==> config.mk <==
export PLATFORM = sky130hd
export DESIGN_NAME = wdt_feed_timer
export DESIGN_NICKNAME = d
export VERILOG_FILES = /design/src/inc/wdt_pkg.sv /design/src/hw/wdt_feed_timer.sv /design/src/hw/wdt_timer_core.sv
export SDC_FILE = /design/constraint.sdc
export NUM_CORES = 1
export LEC_CHECK = 0
export ABC_AREA = 0
export BUFFER_PORTS_ARGS = -buffer_cell sky130_fd_sc_hd__buf_2
export CAP_MARGIN = 20
export CORE_MARGIN = 10
export CORE_UTILIZATION = 30
export CTS_CLUSTER_DIAMETER = 80
export DETAILED_ROUTE_END_ITERATION = 8
export GPL_ROUTABILITY_DRIVEN = 0
export PLACE_DENSITY = 0.5
export REMOVE_ABC_BUFFERS = 1
export SYNTH_ARGS = -nofsm -noshare
export SYNTH_HDL_FRONTEND = slang
export SYNTH_SLANG_ARGS = --single-unit
==> constraint.sdc <==
create_clock -name pclk -period 6.6 [get_ports pclk]
set_input_delay 0.99 -clock pclk [delete_from_list [all_inputs] [get_ports pclk]]
set_output_delay 0.99 -clock pclk [all_outputs]
set_load 0.05 [all_outputs]
==> src/inc/wdt_pkg.sv <==
package wdt_pkg;
    // register byte addresses on the apb bus
    localparam logic [11:0] WDT_ADDR_CTRL = 12'h000;
    localparam logic [11:0] WDT_ADDR_AUTOLOAD = 12'h004;
    localparam logic [11:0] WDT_ADDR_FEED1 = 12'h008;
    localparam logic [11:0] WDT_ADDR_FEED2 = 12'h00C;
    localparam logic [11:0] WDT_ADDR_COUNT = 12'h010;
    // control register fields
    localparam int WDT_TAP_HI = 7;
    localparam int WDT_TAP_LO = 5;
    localparam int WDT_RUN_BIT = 2;
    localparam int WDT_TOF_BIT = 1;
    localparam logic [2:0] WDT_TAP_RESET = 3'h7;
    localparam logic WDT_RUN_RESET = 1'b1;
    localparam logic [7:0] WDT_AUTOLOAD_RESET = 8'h00;
    // feed keys
    localparam logic [7:0] WDT_KEY_FIRST = 8'hA5;
    localparam logic [7:0] WDT_KEY_SECOND = 8'h5A;
    // counter geometry
    localparam int WDT_PRE_W = 13;
    localparam int WDT_CNT_W = 8;
    localparam int WDT_TAP_BASE = 4;
    localparam logic [WDT_PRE_W-1:0] WDT_PRE_ZERO = 13'h0000;
    localparam logic [WDT_PRE_W-1:0] WDT_PRE_ONE = 13'h0001;
    localparam logic [WDT_CNT_W-1:0] WDT_CNT_ZERO = 8'h00;
    localparam logic [WDT_CNT_W-1:0] WDT_CNT_ONE = 8'h01;
    localparam logic [31:0] WDT_RDATA_ZERO = 32'h0000_0000;
endpackage

==> src/hw/wdt_feed_timer.sv <==
// The register offsets and the APB register port were left to the implementer.
module wdt_feed_timer
    import wdt_pkg::*;
(
    input wire logic pclk,
    input wire logic presetn,
    input wire logic psel,
    input wire logic penable,
    input wire logic pwrite,
    input wire logic [11:0] paddr,
    input wire logic [31:0] pwdata,
    output logic [31:0] prdata,
    output logic pready,
    output logic pslverr,
    output logic wdt_reset_pulse,
    output logic timeout_flag
);
    // ------------------------------------------------------------
    // helper functions
    // ------------------------------------------------------------
    // one address comparison shared by every register decode
    function automatic logic wdt_hit(
        input logic [11:0] addr,
        input logic [11:0] reg_addr
    );
        return addr == reg_addr;
    endfunction

    // one key comparison shared by both halves of the feed
    function automatic logic wdt_key(
        input logic [7:0] value,
        input logic [7:0] key
    );
        return value == key;
    endfunction

    // byte registers read back in the low lane with the upper lanes zero
    function automatic logic [31:0] wdt_word(
        input logic [7:0] value
    );
        return 32'(value);
    endfunction

    // ------------------------------------------------------------
    // apb decode
    // ------------------------------------------------------------
    wire access = psel && penable;
    wire wr = access && pwrite;
    wire rd_setup = psel && !penable && !pwrite;
    wire hit_ctrl = wdt_hit(paddr, WDT_ADDR_CTRL);
    wire hit_auto = wdt_hit(paddr, WDT_ADDR_AUTOLOAD);
    wire hit_feed1 = wdt_hit(paddr, WDT_ADDR_FEED1);
    wire hit_feed2 = wdt_hit(paddr, WDT_ADDR_FEED2);
    wire hit_count = wdt_hit(paddr, WDT_ADDR_COUNT);
    wire mapped = hit_ctrl || hit_auto || hit_feed1 || hit_feed2 || hit_count;
    wire [7:0] wbyte = pwdata[7:0];

    // ------------------------------------------------------------
    // write strobes and control fields
    // ------------------------------------------------------------
    wire ctrl_wr = wr && hit_ctrl;
    wire auto_wr = wr && hit_auto;
    wire feed1_wr = wr && hit_feed1;
    wire feed2_wr = wr && hit_feed2;
    wire [2:0] tap_field = wbyte[WDT_TAP_HI:WDT_TAP_LO];
    wire run_field = wbyte[WDT_RUN_BIT];
    wire tof_field = wbyte[WDT_TOF_BIT];
    // writing zero to the flag clears it, writing one leaves it alone
    wire tof_clear = ctrl_wr && !tof_field;

    // ------------------------------------------------------------
    // register state
    // ------------------------------------------------------------
    typedef enum logic {
        WDT_FEED_IDLE,
        WDT_FEED_ARMED
    } wdt_feed_e;

    wdt_feed_e feed_state_reg;
    wdt_feed_e feed_state_next;
    logic [2:0] tap_reg;
    logic run_reg;
    logic [2:0] tap_pend_reg;
    logic run_pend_reg;
    logic timeout_flag_reg;
    logic [7:0] autoload_value_reg;
    logic wdt_reset_reg;
    logic [7:0] count;
    logic underflow;

    // ------------------------------------------------------------
    // feed sequence
    // ------------------------------------------------------------
    wire armed = feed_state_reg == WDT_FEED_ARMED;
    wire key1_ok = feed1_wr && wdt_key(wbyte, WDT_KEY_FIRST);
    wire key2_ok = wdt_key(wbyte, WDT_KEY_SECOND);
    wire feed_ok = armed && feed2_wr && key2_ok;
    wire feed_bad_key = armed && feed2_wr && !key2_ok;
    // any other completed access while armed, a read of the second key too, breaks the feed
    wire feed_broken = armed && access && !feed2_wr;
    wire feed_fail = feed_bad_key || feed_broken;
    // software has no other way to load the counter
    wire load = feed_ok;
    wire wdt_reset_next = feed_fail || underflow;

    always_comb begin
        feed_state_next = feed_state_reg;
        unique case (feed_state_reg)
            WDT_FEED_IDLE: begin
                // a wrong first key simply leaves the sequence unarmed
                if (key1_ok) begin
                    feed_state_next = WDT_FEED_ARMED;
                end
            end
            WDT_FEED_ARMED: begin
                // the very next completed access closes the sequence, good or bad
                if (access) begin
                    feed_state_next = WDT_FEED_IDLE;
                end
            end
        endcase
    end

    always_ff @(posedge pclk or negedge presetn) begin
        if (!presetn) begin
            feed_state_reg <= WDT_FEED_IDLE;
        end else begin
            feed_state_reg <= feed_state_next;
        end
    end

    // ------------------------------------------------------------
    // control and autoload
    // ------------------------------------------------------------
    // control writes of tap and run wait here until the next valid feed
    always_ff @(posedge pclk or negedge presetn) begin
        if (!presetn) begin
            tap_pend_reg <= WDT_TAP_RESET;
            run_pend_reg <= WDT_RUN_RESET;
        end else if (ctrl_wr) begin
            tap_pend_reg <= tap_field;
            run_pend_reg <= run_field;
        end
    end

    // only a valid feed moves the pending settings onto the counter
    always_ff @(posedge pclk or negedge presetn) begin
        if (!presetn) begin
            tap_reg <= WDT_TAP_RESET;
            run_reg <= WDT_RUN_RESET;
        end else if (feed_ok) begin
            tap_reg <= tap_pend_reg;
            run_reg <= run_pend_reg;
        end
    end

    // untouched by underflow, so the value survives a watchdog reset
    always_ff @(posedge pclk or negedge presetn) begin
        if (!presetn) begin
            autoload_value_reg <= WDT_AUTOLOAD_RESET;
        end else if (auto_wr) begin
            autoload_value_reg <= wbyte;
        end
    end

    // ------------------------------------------------------------
    // timeout flag and system reset request
    // ------------------------------------------------------------
    // underflow wins over a software clear in the same cycle, so no timeout is lost
    always_ff @(posedge pclk or negedge presetn) begin
        if (!presetn) begin
            timeout_flag_reg <= 1'b0;
        end else if (underflow) begin
            timeout_flag_reg <= 1'b1;
        end else if (tof_clear) begin
            timeout_flag_reg <= 1'b0;
        end
    end

    // registered so that the request is a clean one-cycle pulse
    always_ff @(posedge pclk or negedge presetn) begin
        if (!presetn) begin
            wdt_reset_reg <= 1'b0;
        end else begin
            wdt_reset_reg <= wdt_reset_next;
        end
    end

    assign wdt_reset_pulse = wdt_reset_reg;
    assign timeout_flag = timeout_flag_reg;

    // ------------------------------------------------------------
    // counter core
    // ------------------------------------------------------------
    wdt_timer_core u_core (
        .pclk(pclk),
        .presetn(presetn),
        .run(run_reg),
        .tap_sel(tap_reg),
        .autoload_value(autoload_value_reg),
        .load(load),
        .count(count),
        .underflow(underflow)
    );

    // ------------------------------------------------------------
    // read path
    // ------------------------------------------------------------
    // tap reads back the pending value, run the value in force
    wire [7:0] ctrl_view = {tap_pend_reg, 2'b00, run_reg, timeout_flag_reg, 1'b0};
    wire [31:0] rd_ctrl = wdt_word(ctrl_view);
    wire [31:0] rd_auto = wdt_word(autoload_value_reg);
    wire [31:0] rd_count = wdt_word(count);
    wire [31:0] rd_mux = hit_ctrl ? rd_ctrl :
                         hit_auto ? rd_auto :
                         hit_count ? rd_count : WDT_RDATA_ZERO;

    // captured in the setup cycle so read data stands through the whole access phase
    always_ff @(posedge pclk or negedge presetn) begin
        if (!presetn) begin
            prdata <= WDT_RDATA_ZERO;
        end else if (rd_setup) begin
            prdata <= rd_mux;
        end
    end

    // ------------------------------------------------------------
    // bus response
    // ------------------------------------------------------------
    // every register answers at once, so the bus never waits
    assign pready = 1'b1;
    assign pslverr = access && !mapped;
endmodule

==> src/hw/wdt_timer_core.sv <==
module wdt_timer_core
    import wdt_pkg::*;
(
    input wire logic pclk,
    input wire logic presetn,
    input wire logic run,
    input wire logic [2:0] tap_sel,
    input wire logic [WDT_CNT_W-1:0] autoload_value,
    input wire logic load,
    output logic [WDT_CNT_W-1:0] count,
    output logic underflow
);
    // ------------------------------------------------------------
    // prescaler and main down-counter
    // ------------------------------------------------------------
    logic [WDT_PRE_W-1:0] pre_reg;
    logic [WDT_PRE_W-1:0] pre_next;
    logic [WDT_CNT_W-1:0] cnt_reg;
    logic tap_old_reg;
    wire [3:0] tap_index = {1'b0, tap_sel} + 4'(WDT_TAP_BASE);
    wire tap_now = pre_next[tap_index];
    // falling edge of the tap bit: one pulse per 2^(tap_index+1) clocks
    wire dec_pulse = run && tap_old_reg && !tap_now;
    assign pre_next = pre_reg + WDT_PRE_ONE;
    assign underflow = dec_pulse && (cnt_reg == WDT_CNT_ZERO) && !load;
    assign count = cnt_reg;

    always_ff @(posedge pclk or negedge presetn) begin
        if (!presetn) begin
            pre_reg <= WDT_PRE_ZERO;
            cnt_reg <= WDT_AUTOLOAD_RESET;
            tap_old_reg <= 1'b0;
        end else if (load || underflow) begin
            // clearing the prescaler on autoload gives a full tap period even at zero
            pre_reg <= WDT_PRE_ZERO;
            cnt_reg <= autoload_value;
            tap_old_reg <= 1'b0;
        end else if (run) begin
            pre_reg <= pre_next;
            tap_old_reg <= tap_now;
            if (dec_pulse) begin
                cnt_reg <= cnt_reg - WDT_CNT_ONE;
            end
        end
    end
endmodule

==> results of run 1 <==
## layout by cell type (no fill, tap or decap), types with 3 or more instances in the layout
| cell type | instances |
|---|---|
| xor2_1 | 10 |
| nor3_1 | 6 |
| nand2_1 | 25 |
| a211o_1 | 3 |
| a21oi_1 | 11 |
| a211oi_1 | 3 |
| nor3b_1 | 3 |
| dfstp_2 | 8 |
| buf_2 | 35 |
| nor2_1 | 30 |
| a22oi_1 | 4 |
| nand3b_1 | 3 |
| a222oi_1 | 5 |
| mux2i_1 | 3 |
| nor4_1 | 3 |
| clkbuf_8 | 5 |
| nand3_1 | 12 |
| a31oi_1 | 4 |
| mux2_2 | 10 |
| inv_1 | 6 |
| and3_1 | 4 |
| o21ai_0 | 8 |
| nor2b_1 | 4 |
| dfrtp_1 | 40 |
| and2_1 | 4 |
| a311oi_1 | 3 |
| nand4_1 | 11 |
| conb_1 | 25 |
## path summary, 6_finish.rpt
check	slack, ns	cells past startpoint	to
min reg2reg	0.47	2	run_reg
max	3.41	8	u_core.count[0]
max reg2reg	3.58	8	u_core.count[1]
min in group asynchronous	0.79	2	u_core.pre_reg[4]
min	0.47	2	run_reg
max in group asynchronous	5.40	2	autoload_value_reg[0]
## per-layer routing
metal,wire length (µm),up-vias,share of wire (%),global-route usage (%)
met4,118,0,1.6,3.36
li1,-,1140,-,-
met5,0,-,0,0
met3,528,7,7.0,2.71
met1,3330,1144,44,13.2
met2,3590,85,47,16.8
## power groups by stage
stage	Sequential [mW]	Combinational, mW	Clock, mW
after detailed placement	0.312	0.100	0
after floorplan	0.339	0.0428	0
final	0.306	0.0995	0.177
after CTS	0.306	0.100	0.186
after global routing	0.307	0.106	0.199
after global placement	0.311	0.100	0
## worst reg2reg max path, cell delays in order (launching register included)
cell      delay, ns
dfrtp_1        0.44
ha_1           0.29
and3_1         0.20
a311oi_1       0.28
a311oi_1       0.10
a221o_2        0.48
a21boi_4       0.34
a21o_1         0.56
a22oi_1        0.19
## synthesized netlist by cell type, types with 3 or more instances
library cell and instances:
clkbuf_1 5, nor2b_1 4, nor3_1 6, a22oi_1 4, nand4_1 11, mux2i_1 3, nor4_1 3, a222oi_1 5
a21oi_1 11, and3_1 4, a211o_1 3, a211oi_1 3, mux2_2 10, dfrtp_1 40, nand3b_1 3, dfstp_2 8
inv_1 6, a31oi_1 4, nor3b_1 3, nor2_1 30, xor2_1 10, buf_4 26, a311oi_1 3, buf_2 4
o21ai_0 8, nand3_1 12, and2_1 4, nand2_1 25, buf_6 3
## layout make-up
type,instances,area [µm²],area share [%]
multi-input combinational,237,1510,47.5
sequential,48,1210,38.0
clock buffer,5,68.8,2.16
clock inverter,3,18.8,0.589
inverter,6,22.5,0.707
timing repair buffer,37,190,5.97
tap,129,161,5.07
## cells by family (layout without fill, tap and decap cells)
kind of cell,Yosys count,in the layout
flip-flops,48,48
buffers and inverters,44,51
multiplexers,13,13
other,2,25
AO/OA/AOI/OAI,66,66
AND/OR/NAND/NOR,119,119
XOR/XNOR,12,12
adder cells (fa/ha/maj),2,2
==> results.md, run 1 <==
* Status: finished clean
* H-Tree Depth at 2
* Layout Utilization at 34.0%
* CTS tree: built
* Syn-to-layout area delta at 9.04%
* Worst R2R Start: u_core.pre_reg[0]
* Worst Hold Class: register to register
* Final TNS setup at 0 ns
* Top_reg_cell synth: dfrtp_1
* Net Sw Frac at 32.5%
* Synthesized area per cell at 9.55 µm²
* Worst-path clk slew at 0.09 ns
* Antenna diodes at 0
* Largest cells by area after synthesis: dfrtp_1, dfstp_2, buf_4
* Fin area at 3190 µm²
* Crit-path max cell delay at 0.82 ns
* Worst Setup SP: paddr[7]
* Slowest cell on crit path: nor4_4
* Fin nets at slightly below 400
* Initial Util at a little under a third
* Fin crit share at 48.4%
* Hold slack at around 0.47 ns
* Die span in y at 119 µm
* Max IR drop VDD at 0.0000817 V
* CP Class: input port to register
* P_leak at approximately 1.3 nW
* Internal power at 0.393 mW
* Buffer levels on the longest clock path at 2
* Root Buffer: clkbuf_8
* RSZ-0062 raised after global routing: false
* Synth Area in XOR/XNOR at around 3.6%
* Critical path capture point type: register
* Max reg flops at 12
* Post-synthesis sequential area ratio at 41.5%
* Clock share of power at between 30 and 40%
* Final-report max-slew violation count at 0
* Async SR Flop Fraction at 100%
* Post-Synth Adder-Cell Area at 0.857%
* Placed Instance Area at 3100 µm²
* WL final at 7560 µm
* Initial DRT Pass Iterations at 5
* Via/cell ratio at about 5
* Main combinational cell family by area after synthesis: simple AND/OR/NAND/NOR gates
* Compound-Gate Fraction of Synth Area at 16.7%
* Critical Path RT at 6.83 ns
* Filler Cell Count at 1012
* Worst-path fanout max at 16
* 1st-iter DRT viols at ~200
* Startpoint Class: input port
* DRC viols at 0
* Pwr Total at 0.583 mW
* Ys Warns at 0
* Hold buffers post-CTS at 0
* Number of synthesized flops with an enable pin at 0
* Max Cap Violations at 0
* Core Rows at 35
* Dominant cell type by area after synthesis: dfrtp_1
* Worst EP arrival at ~3.4 ns
* Dpl cells at 457
* Slew headroom at 39.2%
* Worst-Margin Slew at slightly above 0.9 ns
* Worst path cell trace: buf_2, nor4_1, nand3_1, or3b_1, nor4_4, o21ai_0, a31oi_1, a21boi_0
* Sequential power share at 52.5%
* Mapped Area at ~2900 µm²
* Boundary Pins at 85
* Post-synth top area share at between 30% and 40%
* Comb pwr share at 17.1%
* Layout Skew at just under 0.006 ns
* Crit path time final at 3.19 ns
* DPL Wire Length at 5570 µm
* Final setup viols at 0
* Pwr/cell area at 183 nW/µm²
* NetSw at ~0.19 mW
* First-pass GRT wire length at between 10000 and 15000 µm
* Total track usage at 10.4%
* Post-synthesis mux area share at 4.88%
* Port Buf Inserts at 35
* CTS buffer count at 5
* Fin cells at 465
* Distinct cells, synth at 62
* Clock sinks at 48
* Post-CTS Setup Bufs at 0
* DR vias at between 2000 and 2500
* Die Wd at 119 µm
* GRT overflow at 0
* Pre-CTS setup slack at between 3 and 4 ns
* Final WS setup at 3.41 ns
* Post-CTS sizing at 0
* Antenna Nets Post-Route at 0
* Yosys reg bits at 48
* Post-Synth Simple-Gate Area at 22.3%
* Core area at around 9400 µm²
* Synth Instances at a little over 300
* Vias in the first global route at 2345
* Family with the most delay on the worst path: simple AND/OR/NAND/NOR gates
* Initial antenna violation count at 0
* CP bufs+invs at 1
* WL/cell at 16.3 µm
* Hold_sp: run_pend_reg
* Die footprint at around 14000 µm²
* Worst-skew pair later-pin latency at roughly 0.3 ns
* Fmax at 313 MHz
* Ratio of cells with drive above 1 in the final layout at 21.1%
* Final hold violation count at 0
* Largest net degree at the start of global routing at 49
Note: power is estimated with default switching activity, not from simulation.
==> run 2, diff against run 1 <==
- PLACE_DENSITY: 0.5 -> 0.52
- clock period: 6.6 -> 2.75 ns (I/O delays scaled with it)
==> run 2 against run 1 <==
Net effect: hold slack lost 0.093 ns; non-clock buffer count grew 15; register-to-register slack lost 3.4 ns; critical endpoint is now u_core.count[5]; largest power group unchanged.
==> results.md, run 2 (synthesized netlist as in run 1, its figures left out) <==
* Fin crit share at 94.1%
* Die Wd at 119 µm
* Filler Cell Count at 989
* Largest net degree at the start of global routing at 28
* Worst path cell trace: ha_1, and3_1, and2_4, a311oi_1, a221o_2, a21boi_4, a21o_1, buf_4, a211o_1
* Crit-path max cell delay at 0.44 ns
* Pwr/cell area at ~460 nW/µm²
* Hold Path End: autoload_value_reg[7]
* Die span in y at 119 µm
* CTS buffer count at 5
* Hold_sp: pwdata[7]
* Worst-skew pair later-pin latency at ~0.3 ns
* CP bufs+invs at 1
* Clock sinks at 48
* Worst EP arrival at between 2 and 3 ns
* Initial Util at a little under a third
* Slowest cell on crit path: dfrtp_1
* Family with the most delay on the worst path: compound AO/OA/AOI/OAI gates
* DPL Wire Length at ~5900 µm
* Boundary Pins at 85
* Worst-path clk slew at ~0.10 ns
* Layout Skew at 0.0106 ns
* 1st-iter DRT viols at 182
* Syn-to-layout area delta at 14.0%
* Antenna diodes at 0
* Critical Path RT at 2.95 ns
* Startpoint Class: register
* GRT overflow at 0
* Pwr Total at roughly 1.5 mW
* Max reg flops at 12
* Via/cell ratio at approximately 5.0
* Final hold violation count at 0
* Flop-to-flop setup slack at 0.16 ns
* Fmax at 386 MHz
* Initial antenna violation count at 0
* DRC viols at 0
* RSZ-0062 raised after global routing: false
* Ratio of cells with drive above 1 in the final layout at 24.2%
* Max IR drop VDD at 0.000187 V
* Buffer levels on the longest clock path at 2
* Initial DRT Pass Iterations at 6
* Worst R2R Path Depth at 9
* Port Buf Inserts at 35
* CTS tree: built
* Die footprint at 14100 µm²
* Root Buffer: clkbuf_8
* Final-report max-slew violation count at 0
* Antenna Nets Post-Route at 0
* Critical path capture point type: register
* Most frequent cells in the layout: dfrtp_1, buf_2, nor2_1, nand2_1, conb_1
* Total track usage at 10.5%
* Worst R2R Start: u_core.pre_reg[0]
* CP Class: register to register
* Most common cell after layout, fill and taps aside: dfrtp_1
* Layout Utilization at 35.6%
* P_leak at 1.43 nW
* Crit path time final at 2.59 ns
* Vias in the first global route at approximately 2400
* Status: finished clean
* Final setup viols at 0
* WL final at 7580 µm
* Worst Hold Class: input port to register
* Hold Path Cell Cnt at 3
* H-Tree Depth at 2
* Post-CTS Setup Bufs at 0
* Core Rows at 35
* WL/cell at between 15 and 20 µm
* DR vias at 2393
* RR Endpoint: u_core.count[5]
* Fin nets at 401
* Final TNS setup at 0 ns
* Worst-path fanout max at 7
* Core area at 9370 µm²
* Max Cap Violations at 0
* First-pass GRT wire length at between 10000 and 15000 µm
[run 2: worst max-delay path by stage]
stage / from / end / slack, ns / cells past startpoint
final: u_core.pre_reg[0] / u_core.count[5] / 0.16 / 9
after global routing: u_core.pre_reg[0] / u_core.count[5] / 0.01 / 9
after CTS: u_core.pre_reg[0] / u_core.count[5] / 0.08 / 8
after detailed placement: paddr[7] / u_core.count[5] / 0.07 / 8
after global placement: paddr[7] / u_core.count[5] / 0.12 / 8
after floorplan: u_core.pre_reg[0] / u_core.count[1] / 0.25 / 8
[run 2: power breakdown]
| part | total (mW) | internal, mW | switching [mW] |
|---|---|---|---|
| Clock | 0.549 | 0.298 | 0.251 |
| Combinational | 0.240 | 0.0433 | 0.197 |
| Sequential | 0.733 | 0.724 | 0.00857 |
| Total | 1.52 | 1.07 | 0.457 |
[run 2: metal layers]
| layer | GRT usage (%) | vias up | routed length [µm] |
|---|---|---|---|
| met3 | 2.33 | 2 | 401 |
| met1 | 13.3 | 1168 | 3460 |
| met4 | 3.21 | 0 | 57 |
| met2 | 17.2 | 61 | 3660 |
| met5 | 0 | - | 0 |
| li1 | - | 1162 | - |
[run 2: final cells by class]
cell class	instances	area, µm²	area share [%]
inverter	6	22.5	0.676
timing repair buffer	52	305	9.16
sequential	48	1210	36.3
tap	129	161	4.84
multi-input combinational	237	1510	45.3
clock buffer	6	82.6	2.48
clock inverter	2	38.8	1.16
[run 2: worst register-to-register path: cells and delay by family, from the launching register on]
kind / cells / cell delay, ns
compound gates: 5 / 1.29
fa+ha+maj: 1 / 0.23
buf+inv: 1 / 0.16
flops: 1 / 0.44
simple gates: 2 / 0.36
[run 2: what timing repair did]
action,4_1_cts,5_1_grt
resized for setup,0,1
endpoints found under the setup margin,0,4
hold buffers,1,0
hold endpoints to repair,3,0
[run 2: through the flow]
stage	hold WS [ns]	instances	worst slack [ns]	cell area, µm²
detailed placement	0.273	471	0.0710	3200
floorplan	0.117	291	0.250	2740
global route	0.381	480	0.0116	3330
CTS	0.360	480	0.0816	3330
finish	0.372	480	0.161	3330
global placement	0.267	471	0.119	3200
==> run 3, diff against run 2 <==
- RECOVER_POWER: default -> 100
==> run 3 against run 2 <==
Net effect: critical path depth is the same; register-to-register slack lost 0.02 ns; clock skew shrank 0.00071 ns; sequential share of layout area is 0.50 points higher; die area unchanged; fmax decreased by 0.68%.
==> results.md, run 3 (synthesized netlist as in run 1, its figures left out) <==
* Status: finished clean
* Vias in the first global route at around 2400
* Antenna Nets Post-Route at 0
* Hold Path End: autoload_value_reg[7]
* First-pass GRT wire length at 12500 µm
* Slowest cell on crit path: dfrtp_1
* Flop-to-flop setup slack at 0.14 ns
* Fin area at 3290 µm²
* Worst-Margin Slew at roughly 1.5 ns
* Max Cap Violations at 0
* Max IR drop VDD at 0.000186 V
* Highest routed layer: met4
* Final setup viols at 0
* CTS tree: built
* Critical Path RT at 2.95 ns
* Die Wd at 119 µm
* Total track usage at 10.5%
* GRT overflow at 0
* Ratio of cells with drive above 1 in the final layout at 19.4%
* Hold_sp: pwdata[7]
* Worst EP arrival at 2.81 ns
* DR vias at 2411
* Worst R2R Path Depth at 9
* Antenna diodes at 0
* Final-report max-slew violation count at 0
* Core area at 9370 µm²
* RR Endpoint: u_core.count[5]
* Boundary Pins at 85
* 1st-iter DRT viols at 190
* Post-CTS Setup Bufs at 0
* Crit-path max cell delay at around 0.44 ns
* Root Buffer: clkbuf_8
* Via/cell ratio at 5.02
* Fin crit share at 94.8%
* Initial antenna violation count at 0
* Crit path time final at ~2.6 ns
* H-Tree Depth at 2
* DRC viols at 0
* Clock sinks at 48
* Worst-skew pair later-pin latency at 0.31 ns
* WL met2 at 3660 µm
* Placed Instance Area at 3200 µm²
* Most common cell after layout, fill and taps aside: dfrtp_1
* Die footprint at approximately 14000 µm²
* CTS buffer count at 5
* Dpl cells at 471
* Final TNS setup at 0 ns
* Worst R2R Start: u_core.pre_reg[0]
* Startpoint Class: register
* Initial DRT Pass Iterations at 4
* Layout Skew at around 0.0099 ns
* Worst-path fanout max at 7
* Final hold violation count at 0
* Largest net degree at the start of global routing at 28
* Core Rows at 35
* Fmax at about 380 MHz
* Die span in y at 119 µm
* Pwr/cell area at ~460 nW/µm²
* Hold slack at between 0.3 and 0.4 ns
* Critical path capture point type: register
* Hold Path Cell Cnt at 3
* Worst path cell trace: ha_1, and3_1, and2_4, a311oi_1, a221o_2, a21boi_4, a21o_1, buf_4, a211o_1
* Slew headroom at 3.02%
* Detail Route met3 WL at approximately 530 µm
* WL final at 7610 µm
* Syn-to-layout area delta at 12.5%
* Max reg flops at 12
* P_leak at 1.36 nW
* WL/cell at 15.9 µm
* Layout Utilization at a little over a third
* Initial Util at 31.2%
* DPL Wire Length at 5890 µm
* RSZ-0062 raised after global routing: false
* Fin cells at 480
* Worst Hold Class: input port to register
* Fin nets at roughly 400
* Most frequent cells in the layout: dfrtp_1, nor2_1, nand2_1, conb_1, buf_2
* Buffer levels on the longest clock path at 2
* CP Class: register to register
* M1 wire length at 3330 µm
* Port Buf Inserts at 35
* Worst-path clk slew at about 0.1 ns
run 3: worst max-delay path by stage:
stage	from	end	slack, ns	cells after the start
final	u_core.pre_reg[0]	u_core.count[5]	0.14	9
after global routing	u_core.pre_reg[0]	u_core.count[5]	0.01	9
after CTS	u_core.pre_reg[0]	u_core.count[5]	0.08	8
after detailed placement	paddr[7]	u_core.count[5]	0.07	8
after global placement	paddr[7]	u_core.count[5]	0.12	8
after floorplan	u_core.pre_reg[0]	u_core.count[1]	0.25	8
run 3: layout make-up:
cell class / count / area (µm²)
well taps: 129 / 161
repair buffers: 52 / 269
flip-flops and latches: 48 / 1210
inverters: 6 / 22.5
multi-input cells: 237 / 1500
clock inverters: 2 / 38.8
clock buffers: 6 / 82.6
fillers: 997 / 6080
run 3: metrics by stage:
stage / setup slack, ns / total power [mW]
4_1_cts: 0.0816 / 1.54
2_1_floorplan: 0.250 / 0.916
6_report: 0.143 / 1.52
3_5_place_dp: 0.0710 / 0.988
5_1_grt: 0.0123 / 1.58
3_3_place_gp: 0.119 / 0.987
run 3: power breakdown:
group / switching [mW] / internal, mW / leakage, nW / total, mW
logic: 0.197 / 0.0360 / 0.789 / 0.233
clock network: 0.251 / 0.298 / 0.0614 / 0.548
registers: 0.00908 / 0.724 / 0.510 / 0.734
total: 0.457 / 1.06 / 1.36 / 1.52
run 3: layer usage:
layer,vias up,track usage [%]
met1,1165,13.3
li1,1166,-
met4,0,3.21
met3,6,2.33
met5,-,0
met2,74,17.2
run 3: critical path, delay by kind of cell, from the launching register on:
family,cells,cell delay (ns)
AO/OA/AOI/OAI,5,1.31
flip-flops,1,0.44
AND/OR/NAND/NOR,2,0.36
adder cells (fa/ha/maj),1,0.23
buffers and inverters,1,0.17
run 3: timing repair:
item                                   4_1_cts  5_1_grt
setup endpoints to repair                    0        4
hold buffers                                 1        0
resized for setup                            0        1
endpoints found under the hold margin        3        0
